## src/tswdt_pkg.sv

```systemverilog
// package of register map, field layout and reset values for the two-stage watchdog
package tswdt_pkg;
   // ==========================================================
   // register byte offsets
   localparam logic [11:0] reload_value_off = 12'h000;
   localparam logic [11:0] current_value_off = 12'h004;
   localparam logic [11:0] watchdog_control_off = 12'h008;
   localparam logic [11:0] timeout_flag_clear_off = 12'h00c;
   localparam logic [11:0] raw_status_off = 12'h010;
   localparam logic [11:0] masked_status_off = 12'h014;
   localparam logic [11:0] irq_mask_off = 12'h018;
   localparam logic [11:0] reset_cause_off = 12'h01c;
   localparam logic [11:0] write_protect_key_off = 12'hc00;
   // ==========================================================
   // fields and values
   localparam int ctl_irq_enable_bit = 0;
   localparam int ctl_reset_enable_bit = 1;
   localparam logic [31:0] unlock_key = 32'h1acce551;
   localparam logic [31:0] reload_reset = 32'hffffffff;
   localparam logic [31:0] locked_status = 32'h00000001;
   localparam logic [31:0] unlocked_status = 32'h00000000;
   localparam logic [1:0] irq_mask_reset = 2'h3;
   localparam int wdog_reset_pulse_ns = 100;
   localparam int clk_period_ns = 5;
   localparam logic [7:0] wdog_reset_cycles = 8'((wdog_reset_pulse_ns + clk_period_ns - 1) / clk_period_ns);
   localparam int status_timeout_bit = 0;
   localparam int status_reset_bit = 1;
endpackage : tswdt_pkg

```

## src/tswdt_top.sv

```systemverilog
// two-stage watchdog timer with apb register slave
// Notes on behaviour
// - 32-bit down counter; zero is first time-out
// - interrupt enable also starts the counter
// - reload after first time-out, keep counting
// - second zero with pending flag resets system
// - clearing before second zero reloads counter
// - reload write loads counter at once
// - reload write leaves pending flag alone
// - only clear register write clears flag
// - enabling interrupt preloads from reload value
// - separate interrupt and reset enables
// - lock writes protect; key unlocks
// - control ignores writes once interrupt enabled
// - unlocked clear write clears and reloads; a same-cycle time-out re-sets the flag
// - zero reload raises interrupt immediately
//
// Added by the designer: the address map and the APB slave port.
module tswdt_top
   import tswdt_pkg::*;
(
   // clock and reset
   input wire logic clk,
   input wire logic reset,
   // apb slave
   input wire logic psel,
   input wire logic penable,
   input wire logic pwrite,
   input wire logic [11:0] paddr,
   input wire logic [31:0] pwdata,
   output logic [31:0] prdata,
   output logic pready,
   output logic pslverr,
   // to interrupt and reset controllers
   output logic timeout_irq,
   output logic irq,
   output logic wdog_reset
);
   typedef struct packed {
      logic [31:0] reload_value;
      logic timeout_irq_enable;
      logic reset_output_enable;
      logic timeout_pending;
      logic write_protected;
      logic [1:0] status;
      logic [1:0] mask;
      logic [7:0] rst_cnt;
      logic [31:0] prdata;
      logic pready;
      logic pslverr;
      logic timeout_irq;
      logic irq;
      logic wdog_reset;
   } tswdt_state_s;

   tswdt_state_s st;
   tswdt_state_s next_st;
   logic cnt_load;
   logic [31:0] cnt_load_value;
   logic [31:0] count;
   logic at_zero;

   // ==========================================================
   // address decode
   function automatic logic mapped(input logic [11:0] a);
      case (a)
         reload_value_off, current_value_off, watchdog_control_off, timeout_flag_clear_off,
         raw_status_off, masked_status_off, irq_mask_off, reset_cause_off,
         write_protect_key_off: mapped = 1'b1;
         default: mapped = 1'b0;
      endcase
   endfunction : mapped

   // first access-phase cycle registers the answer; access completes with pready
   wire logic access = psel && penable && !st.pready;
   wire logic wr = access && pwrite && mapped(paddr);
   wire logic rd = access && !pwrite;
   // the key register stays writable so software can always unlock
   wire logic wr_open = wr && !st.write_protected;
   wire logic wr_reload = wr_open && paddr == reload_value_off;
   wire logic wr_ctl = wr_open && paddr == watchdog_control_off && !st.timeout_irq_enable;
   wire logic wr_clear = wr_open && paddr == timeout_flag_clear_off;
   wire logic wr_w1c = wr_open && paddr == reset_cause_off;
   wire logic wr_mask = wr_open && paddr == irq_mask_off;
   wire logic wr_key = wr && paddr == write_protect_key_off;
   wire logic enabling = wr_ctl && pwdata[ctl_irq_enable_bit] && !st.timeout_irq_enable;
   wire logic second_timeout = at_zero && st.timeout_pending;

   // ==========================================================
   // counter load select
   always_comb begin
      cnt_load = 1'b0;
      cnt_load_value = st.reload_value;
      if (wr_reload) begin
         cnt_load = 1'b1;
         cnt_load_value = pwdata;
      end else if (enabling || wr_clear) begin
         cnt_load = 1'b1;
      end else if (at_zero) begin
         cnt_load = 1'b1;
      end
   end

   tswdt_counter u_counter (
      .clk(clk),
      .reset(reset),
      .load(cnt_load),
      .load_value(cnt_load_value),
      .run(st.timeout_irq_enable),
      .count(count),
      .at_zero(at_zero)
   );

   // ==========================================================
   // state update
   always_comb begin
      next_st = st;
      next_st.pready = access;
      next_st.pslverr = access && !mapped(paddr);
      next_st.prdata = 32'h00000000;
      if (wr_reload) begin
         next_st.reload_value = pwdata;
      end
      if (wr_ctl) begin
         next_st.reset_output_enable = pwdata[ctl_reset_enable_bit];
         next_st.timeout_irq_enable = pwdata[ctl_irq_enable_bit];
      end
      if (wr_key) begin
         next_st.write_protected = (pwdata != unlock_key);
      end
      if (wr_mask) begin
         next_st.mask = pwdata[1:0];
      end
      // clear wins only against no event; a same-cycle time-out re-sets the flag
      if (wr_clear) begin
         next_st.timeout_pending = 1'b0;
      end
      if (wr_w1c) begin
         next_st.status = st.status & ~pwdata[1:0];
      end
      // a zero reload reports at once via at_zero on the next cycle
      if (at_zero && st.timeout_irq_enable) begin
         next_st.timeout_pending = 1'b1;
         next_st.status[status_timeout_bit] = 1'b1;
      end
      if (second_timeout && st.timeout_irq_enable && st.reset_output_enable) begin
         next_st.rst_cnt = wdog_reset_cycles;
         next_st.status[status_reset_bit] = 1'b1;
      end else if (st.rst_cnt != 8'h00) begin
         next_st.rst_cnt = st.rst_cnt - 8'h01;
      end
      next_st.wdog_reset = (next_st.rst_cnt != 8'h00);
      next_st.timeout_irq = next_st.timeout_pending && next_st.timeout_irq_enable;
      next_st.irq = |(next_st.status & next_st.mask);
      if (rd) begin
         case (paddr)
            reload_value_off: next_st.prdata = st.reload_value;
            current_value_off: next_st.prdata = count;
            watchdog_control_off: next_st.prdata = {30'h0, st.reset_output_enable, st.timeout_irq_enable};
            raw_status_off: next_st.prdata = {31'h0, st.timeout_pending};
            masked_status_off: next_st.prdata = {31'h0, st.timeout_pending && st.timeout_irq_enable};
            irq_mask_off: next_st.prdata = {30'h0, st.mask};
            reset_cause_off: next_st.prdata = {30'h0, st.status};
            write_protect_key_off: next_st.prdata = st.write_protected ? locked_status : unlocked_status;
            default: next_st.prdata = 32'h00000000;
         endcase
      end
   end

   always_ff @(posedge clk) begin
      if (reset) begin
         st <= '0;
         st.reload_value <= reload_reset;
         st.mask <= irq_mask_reset;
      end else begin
         st <= next_st;
      end
   end

   assign prdata = st.prdata;
   assign pready = st.pready;
   assign pslverr = st.pslverr;
   assign timeout_irq = st.timeout_irq;
   assign irq = st.irq;
   assign wdog_reset = st.wdog_reset;
endmodule : tswdt_top

```

## src/tswdt_counter.sv

```systemverilog
// 32-bit down counter with reload and zero detect, registered outputs
module tswdt_counter
   import tswdt_pkg::*;
(
   // clock and reset
   input wire logic clk,
   input wire logic reset,
   // control
   input wire logic load,
   input wire logic [31:0] load_value,
   input wire logic run,
   // state
   output logic [31:0] count,
   output logic at_zero
);
   typedef struct packed {
      logic [31:0] count;
      logic at_zero;
   } tswdt_cnt_s;

   tswdt_cnt_s st;
   tswdt_cnt_s next_st;

   always_comb begin
      next_st = st;
      next_st.at_zero = 1'b0;
      if (load) begin
         next_st.count = load_value;
         next_st.at_zero = (load_value == 32'h00000000);
      end else if (run && st.count != 32'h00000000) begin
         next_st.count = st.count - 32'h00000001;
         next_st.at_zero = (st.count == 32'h00000001);
      end
   end

   always_ff @(posedge clk) begin
      if (reset) begin
         st.count <= reload_reset;
         st.at_zero <= 1'b0;
      end else begin
         st <= next_st;
      end
   end

   assign count = st.count;
   assign at_zero = st.at_zero;
endmodule : tswdt_counter

```

## config.mk

```make
export PLATFORM = sky130hd
export DESIGN_NAME = tswdt_top
export DESIGN_NICKNAME = d
export VERILOG_FILES = /design/src/tswdt_pkg.sv /design/src/tswdt_top.sv /design/src/tswdt_counter.sv
export SDC_FILE = /design/constraint.sdc
export NUM_CORES = 1
export LEC_CHECK = 0
export BUFFER_PORTS_ARGS = -buffer_cell sky130_fd_sc_hd__buf_2
export CORE_MARGIN = 1
export CORE_UTILIZATION = 62
export DETAILED_ROUTE_END_ITERATION = 8
export GPL_TIMING_DRIVEN = 1
export PLACE_DENSITY = 0.86
export SLEW_MARGIN = 20
export SYNTH_ARGS = -nofsm -noshare
export SYNTH_HDL_FRONTEND = slang
export SYNTH_SLANG_ARGS = --single-unit
```

## constraint.sdc

```tcl
create_clock -name clk -period 7.78 [get_ports clk]
set_clock_uncertainty 0.2 [all_clocks]
set_input_delay 1.945 -clock clk [delete_from_list [all_inputs] [get_ports clk]]
set_output_delay 1.945 -clock clk [all_outputs]
set_load 0.02 [all_outputs]
```

**Word level (Yosys, flattened, before mapping)**

Cells that the tools add are included.

- Bitwise operators: 4
- Add/subtract/negate cells: 2
- Muxes and demuxes: 18
- Reductions and logical operators: 38
- Eq/ne operators: 10

Operators with widths:

| kind | count |
|---|---|
| one-hot mux 32 bit (8 select lines) | 1 |
| 2-to-1 mux 33 bit | 2 |
| == test 12 x 5 -> 1 bit, second input constant | 4 |
| == test 32 x 1 -> 1 bit, second input constant | 1 |
| logical NOT 32 bit | 1 |
| 2-to-1 mux 32 bit | 1 |
| != test 32 x 29 -> 1 bit, second input constant | 1 |
| nonzero test 32 bit | 1 |
| subtractor 32 x 1 -> 32 bit, second input constant | 1 |
| == test 12 x 4 -> 1 bit, second input constant | 2 |
| logical AND 1 bit | 23 |
| 2-to-1 mux 8 bit | 2 |
| nonzero test 8 bit | 2 |
| == test 12 bit, second input constant | 1 |
| == test 12 x 3 -> 1 bit, second input constant | 1 |
| logical NOT 12 bit | 1 |
| 2-to-1 mux 1 bit | 9 |
| OR reduction 9 bit | 1 |
| subtractor 8 x 1 -> 8 bit, second input constant | 1 |
| 2-to-1 mux 2 bit | 3 |
| logical NOT 1 bit | 5 |
| bitwise AND 2 bit | 2 |
| OR reduction 2 bit | 2 |
| NOT 2 bit | 1 |
| other kinds (3) | 3 |

- Logic and storage cells: 88
- Output and inout port bits: 37
- Bits of input ports: 49
- Bits in registers: 118

**Logic depth before layout (Yosys ltp)**

- Depth in word-level cells: 13
- Mapped depth: 8
- Gate-level depth less buffers: 8

**By module**

A second synthesis with hierarchy kept.

- Cells, all modules: 703
- Area, all modules: 6383.6 sq um

By module, submodules not included:

| module | sequential area each (sq um) | area an instance (sq um) | times used | cells each |
|---|---|---|---|---|
| tswdt_top | 1701.6 | 3981.3 | 1 | 411 |
| tswdt_counter | 660.6 | 2402.3 | 1 | 292 |

**Least setup slack after synthesis**

No wires, ideal clock.

- Kind: input to register
- From: input port paddr[9]
- To: register u_counter.count[25] (netlist name)
- Setup slack: 3800 ps
- Stages: 7
- Setup time: 114 ps
- Data required time: 7466 ps
- Arrival: 3666 ps
- Path buffers: 1
- Cell sequence: or4_4 -> nor4_4 -> nand2_2 -> buf_2 -> mux2i_1 -> nand2_1 -> a21o_1

- Longest elaborated chain between the ends: 13
- Elaborated cells between the ends (all ways): 25
- Classes of those cells: eq/ne (8); mux (5); reduce/logical (12)

RTL lines:

| item | line | RTL |
|---|---|---|
| start: declaration | tswdt_top.sv:29 | `input wire logic [11:0] paddr,` |
| == test 12 x 4 -> 1 bit (tied with other cells) | tswdt_top.sv:66, tswdt_top.sv:81 |  |
| OR reduction 9 bit | tswdt_top.sv:66 | `case (a)` |
| 2-to-1 mux 1 bit | tswdt_top.sv:66 |  |
| logical AND 1 bit | tswdt_top.sv:76 | `wire logic wr = access && pwrite && mapped(paddr);` |
| logical AND 1 bit | tswdt_top.sv:79 | `wire logic wr_open = wr && !st.write_protected;` |
| logical AND 1 bit (2 in series) | tswdt_top.sv:81 | `wire logic wr_ctl = wr_open && paddr == watchdog_control_off && !st.timeout_irq_enable;` |
| logical AND 1 bit (2 in series) | tswdt_top.sv:86 | `wire logic enabling = wr_ctl && pwdata[ctl_irq_enable_bit] && !st.timeout_irq_enable;` |
| logical OR 1 bit | tswdt_top.sv:97 | `end else if (enabling \|\| wr_clear) begin` |
| 2-to-1 mux 1 bit | tswdt_top.sv:97 |  |
| 2-to-1 mux 1 bit | tswdt_top.sv:94 | `if (wr_reload) begin` |
| 2-to-1 mux 33 bit or nonzero test 2 bit (tied branches) | -- |  |

Several ways; a longest one is shown, not always the timed one.
A chain may end at the register's enable or synchronous reset.

**Final worst setup path**

- From: input port paddr[9]
- To: register u_counter.count[20] (netlist name)

- Longest elaborated chain between the ends: 13
- Elaborated cells between the ends (all ways): 25
- Classes of those cells: eq/ne (8); mux (5); reduce/logical (12)

RTL lines:

| item | line |
|---|---|
| == test 12 x 4 -> 1 bit (tied with other cells) | tswdt_top.sv:66, tswdt_top.sv:81 |
| OR reduction 9 bit | tswdt_top.sv:66 |
| 2-to-1 mux 1 bit | tswdt_top.sv:66 |
| logical AND 1 bit | tswdt_top.sv:76 |
| logical AND 1 bit | tswdt_top.sv:79 |
| logical AND 1 bit (2 in series) | tswdt_top.sv:81 |
| logical AND 1 bit (2 in series) | tswdt_top.sv:86 |
| logical OR 1 bit | tswdt_top.sv:97 |
| 2-to-1 mux 1 bit | tswdt_top.sv:97 |
| 2-to-1 mux 1 bit | tswdt_top.sv:94 |
| 2-to-1 mux 33 bit or nonzero test 2 bit (tied branches) | -- |

Several ways; a longest one is shown, not always the timed one.

==> results <==
- The run finished with clean final reports.
- The count of hold-fix buffers inserted at cts is 0.
- TritonCTS built the clock tree.
- The switching portion of total power is 0.2518.
- The first global-routing pass estimated 26.90 mm of wire.
- The multiplexer area fraction after synthesis is 0.04915.
- The cell type with the highest aggregate area in the netlist is sky130_fd_sc_hd__dfxtp_1.
- The count of final hold-check violations came to 0.
- The die is between 90 and 100 um tall.
- The most used flip-flop cell after synthesis is sky130_fd_sc_hd__dfxtp_1.
- VDD sags by at most 0.0001921 V.
- The number of setup buffers added after CTS is 0.
- The cell with the most instances after synthesis is sky130_fd_sc_hd__dfxtp_1.
- In this design, the stage delay of the slowest critical-path cell is 770 ps.
- For this design the total switching power over the nets is 409.5 uW.
- The critical-path maximum fanout is 20.
- The leakage power total is 2.521 nW.
- STA classifies the critical path startpoint as an input pin.
- The number of synthesis warnings is 0.
- Internal power comes to approximately 1.2 mW.
- After routing the design area is 0.006638 mm^2.
- The initial core utilization is 0.6528.
- For this design the ratio of total power to cell area is about 250 mW/mm^2.
- Counting flops with an async set or reset pin after synthesis yields a share of 0.
- The simple-gate share of the synthesized area is 0.2748.
- Data on the critical path arrives at its endpoint at 4810 ps.
- The cell with the largest stage delay on the worst path is sky130_fd_sc_hd__and2_1.
- The number of global-route vias before repair was 5376.
- Setup repair after global routing left no endpoint under its margin.
- The number of antenna violations at the first check in global routing is 0.
- Counting both buffers and inverters, the worst setup path holds a total of 2.
- The portion of the clock cycle consumed by the worst path in the final layout is 0.5905.
- Row generation in the floorplan step produced 34 rows.
- Summing over every cut layer, the via total after detailed routing is 5517.
- Measured along the x axis, the die boundary spans 98.76 um.
- After detailed routing, the number of vias per cell comes to 6.736.
- In this run the deepest clock path goes through 2 buffers.
- The detailed-placement wirelength estimate is around 11 mm.
- The proportion of netlist area held by the largest area contributor is 0.4070.
- In this run the cell area measured after placement is 0.006025 mm^2.
- The total overflow left after global routing is 0.
- The total count of max-transition violations in the final report is 0.
- For this run, the register share of the synthesized area comes to 0.4070.
- The number of top-level design ports is 86.
- The routed design has 16.60 mm of wire.
- The final setup violation count is 0.
- Sorting the synthesized cells by area gives the leading types as sky130_fd_sc_hd__dfxtp_1 (41%), sky130_fd_sc_hd__a22oi_1 (4.8%), sky130_fd_sc_hd__nor2_1 (4.7%).
- CTS saw 118 sinks.
- The floorplan step defined a core boundary enclosing 0.008891 mm^2.
- Of the total power, the clock network draws 0.481.
- The worst-case headroom to the max-slew limit is 0.3800.
- The first detailed-routing pass ran for 5 iterations.
- For the pin with the worst max-slew slack, the measured transition is 930.0 ps.
- Routability-driven placement finished with a final weighted congestion of 0.9131.
- The synthesized cell area is 0.005804 mm^2.
- The category of cells accounting for the largest share of critical-path delay is simple AND/OR/NAND/NOR gates.
- The arithmetic-cell share of the synthesized area counting full adders, half adders and majority gates is 0.01078.
- The share of the synthesized area in compound gates (AO/OA/AOI/OAI) came to 0.1522.
- The average wire length per cell after detail routing is 20.27 um.
- The highest clock frequency the design can meet is 217.7 MHz.
- Entering global routing, the biggest net connects 81 pins.
- The post-detailed-route count of antenna-violating nets is 0.
- TritonCTS created 17 clock buffers.
- In the synthesized netlist, the number of instances is approximately 660.
- Counting every net in the synthesized netlist gives roughly 710.
- The register bit count reported by yosys is 118.
- The clock-pin slew of the registers on the worst-case setup and hold paths is 60 ps.
- The count of nets after finishing is 753.
- The insertion delay of the later-clocked pin in the worst-skew pair is roughly 520 ps.
- STA puts the critical path data required time at roughly 8000 ps.
- The part of the power in combinational logic is 0.119.
- The number of antenna repair diodes is 0.
- The H-tree was split into 4 levels.
- Counting I/O delays and the setup requirement, the final critical path takes 4594 ps.
- The starting DRC count in detailed routing is 657.
- The number of gates resized after CTS is 0.
- The worst setup path is captured at a flip-flop.
- Of the cells placed in the final design, the portion with a size suffix greater than 1 is 0.1983.
- The share of total power dissipated in sequential elements is 0.400.
- The number of buffers inserted by port buffering is 85.
- Summed over all failing endpoints, the final setup total negative slack is 0 ps.
- The cell sitting at the root of the clock tree is a sky130_fd_sc_hd__clkbuf_8.
- The floorplan step defined a die boundary enclosing 0.009753 mm^2.
- The total of max-cap violations is 0.
- Counting instances in the post-synthesis netlist gives the leading cell types as sky130_fd_sc_hd__dfxtp_1 (118), sky130_fd_sc_hd__nor2_1 (73), sky130_fd_sc_hd__nand2_1 (53).
- The type of the setup path with the least slack is in -> reg.
- The remaining design rule violation count is 0.
- Walking the worst path, the cells encountered are buf_2 > or4_4 > nor4_4 > buf_6 > and2_1 > mux2i_1 > nand2_1 > a21o_1.
- The synthesized netlist contains 62 unique library cells.
- The synthesized design contains 0 enable-type register cells.
- For this run, the total global-route usage over all layers was measured as 0.3547.
- The area share of xor/xnor cells in the synthesized design is 0.03471.
- The growth of design area from synthesis to finish is 14.36%.
- The worst hold path belongs to the class reg -> reg.
- The dominant combinational cell family by area after synthesis is simple AND/OR/NAND/NOR gates.
- After synthesis, the mean cell area works out to 8.835 um^2.
-- cells by family (layout without fill, tap and decap cells) --
logic type,Yosys count,count (layout)
buf+inv,75,129
mux,28,28
flops,118,118
simple gates,290,290
fa+ha+maj,5,5
xor+xnor,23,23
compound gates,118,118
-- routing by layer --
metal	global-route usage	wire, um	vias up
li1	-	-	2475
met1	0.4343	6449	2552
met2	0.5578	7629	409
met3	0.1021	1735	81
met4	0.2055	789	0
met5	0	0	-
-- sequential cells by signal, indices dropped and copies added, names as in the netlist --
register,cells
st,48
prdata,32
u_counter.count,32
irq,1
pready,1
pslverr,1
timeout_irq,1
u_counter.at_zero,1
wdog_reset,1
-- final timing paths --
kind | start | to | slack (ps) | depth (start not counted)
min | st[46] | st[46] | 310 | 2
max reg2reg | u_counter.count[20] | u_counter.count[10] | 4710 | 6
max | paddr[9] | u_counter.count[20] | 3190 | 8
min reg2reg | st[46] | st[46] | 310 | 2
-- cell usage in the layout (no fill, tap or decap), drive strengths merged, types with 8 or more instances in the layout --
master	count
xor2	15
xnor2	8
nand2b	24
nand3	13
nand4	11
nor4	38
nand3b	11
or3	9
buf	90
nand2	54
inv	8
nor2	73
a21oi	15
nor3	23
mux2i	24
a22oi	37
dfxtp	118
clkbuf	23
-- power groups by stage --
stage / Clock (mW) / Combinational, mW / Sequential (mW)
4_1_cts: 0.780 / 0.192 / 0.650
3_3_place_gp: 0 / 0.178 / 0.662
3_5_place_dp: 0 / 0.189 / 0.663
6_report: 0.782 / 0.194 / 0.651
5_1_grt: 0.809 / 0.215 / 0.654
2_1_floorplan: 0 / 0.136 / 0.659
-- final cells by class --
type                       instances  area [um^2]
multi-input combinational        464         3054
sequential                       118         2362
fill                             614         2253
clock buffer                      23        466.7
timing repair buffer              90        466.7
tap                              108        135.1
clock inverter                     8        122.6
inverter                           8        30.03
-- worst min-delay path: stages (launching register included) --
cell,delay (ps)
sky130_fd_sc_hd__dfxtp_1,320
sky130_fd_sc_hd__mux2i_1,90
sky130_fd_sc_hd__nand2b_1,70
-- metrics by stage --
step | total power, mW | setup WS [ps] | hold slack [ps] | instances | util
after detailed placement | 0.8516 | 2318 | 298.8 | 787 | 0.6776
final | 1.626 | 3186 | 307.4 | 819 | 0.7466
after global placement | 0.8396 | 2436 | 290.2 | 787 | 0.6773
after floorplan | 0.7944 | 3800 | 265.5 | 657 | -
after global routing | 1.677 | 3039 | 347.2 | 819 | 0.7466
after CTS | 1.622 | 2755 | 313.3 | 818 | 0.7439
Note: power is estimated with default switching activity, not from simulation.
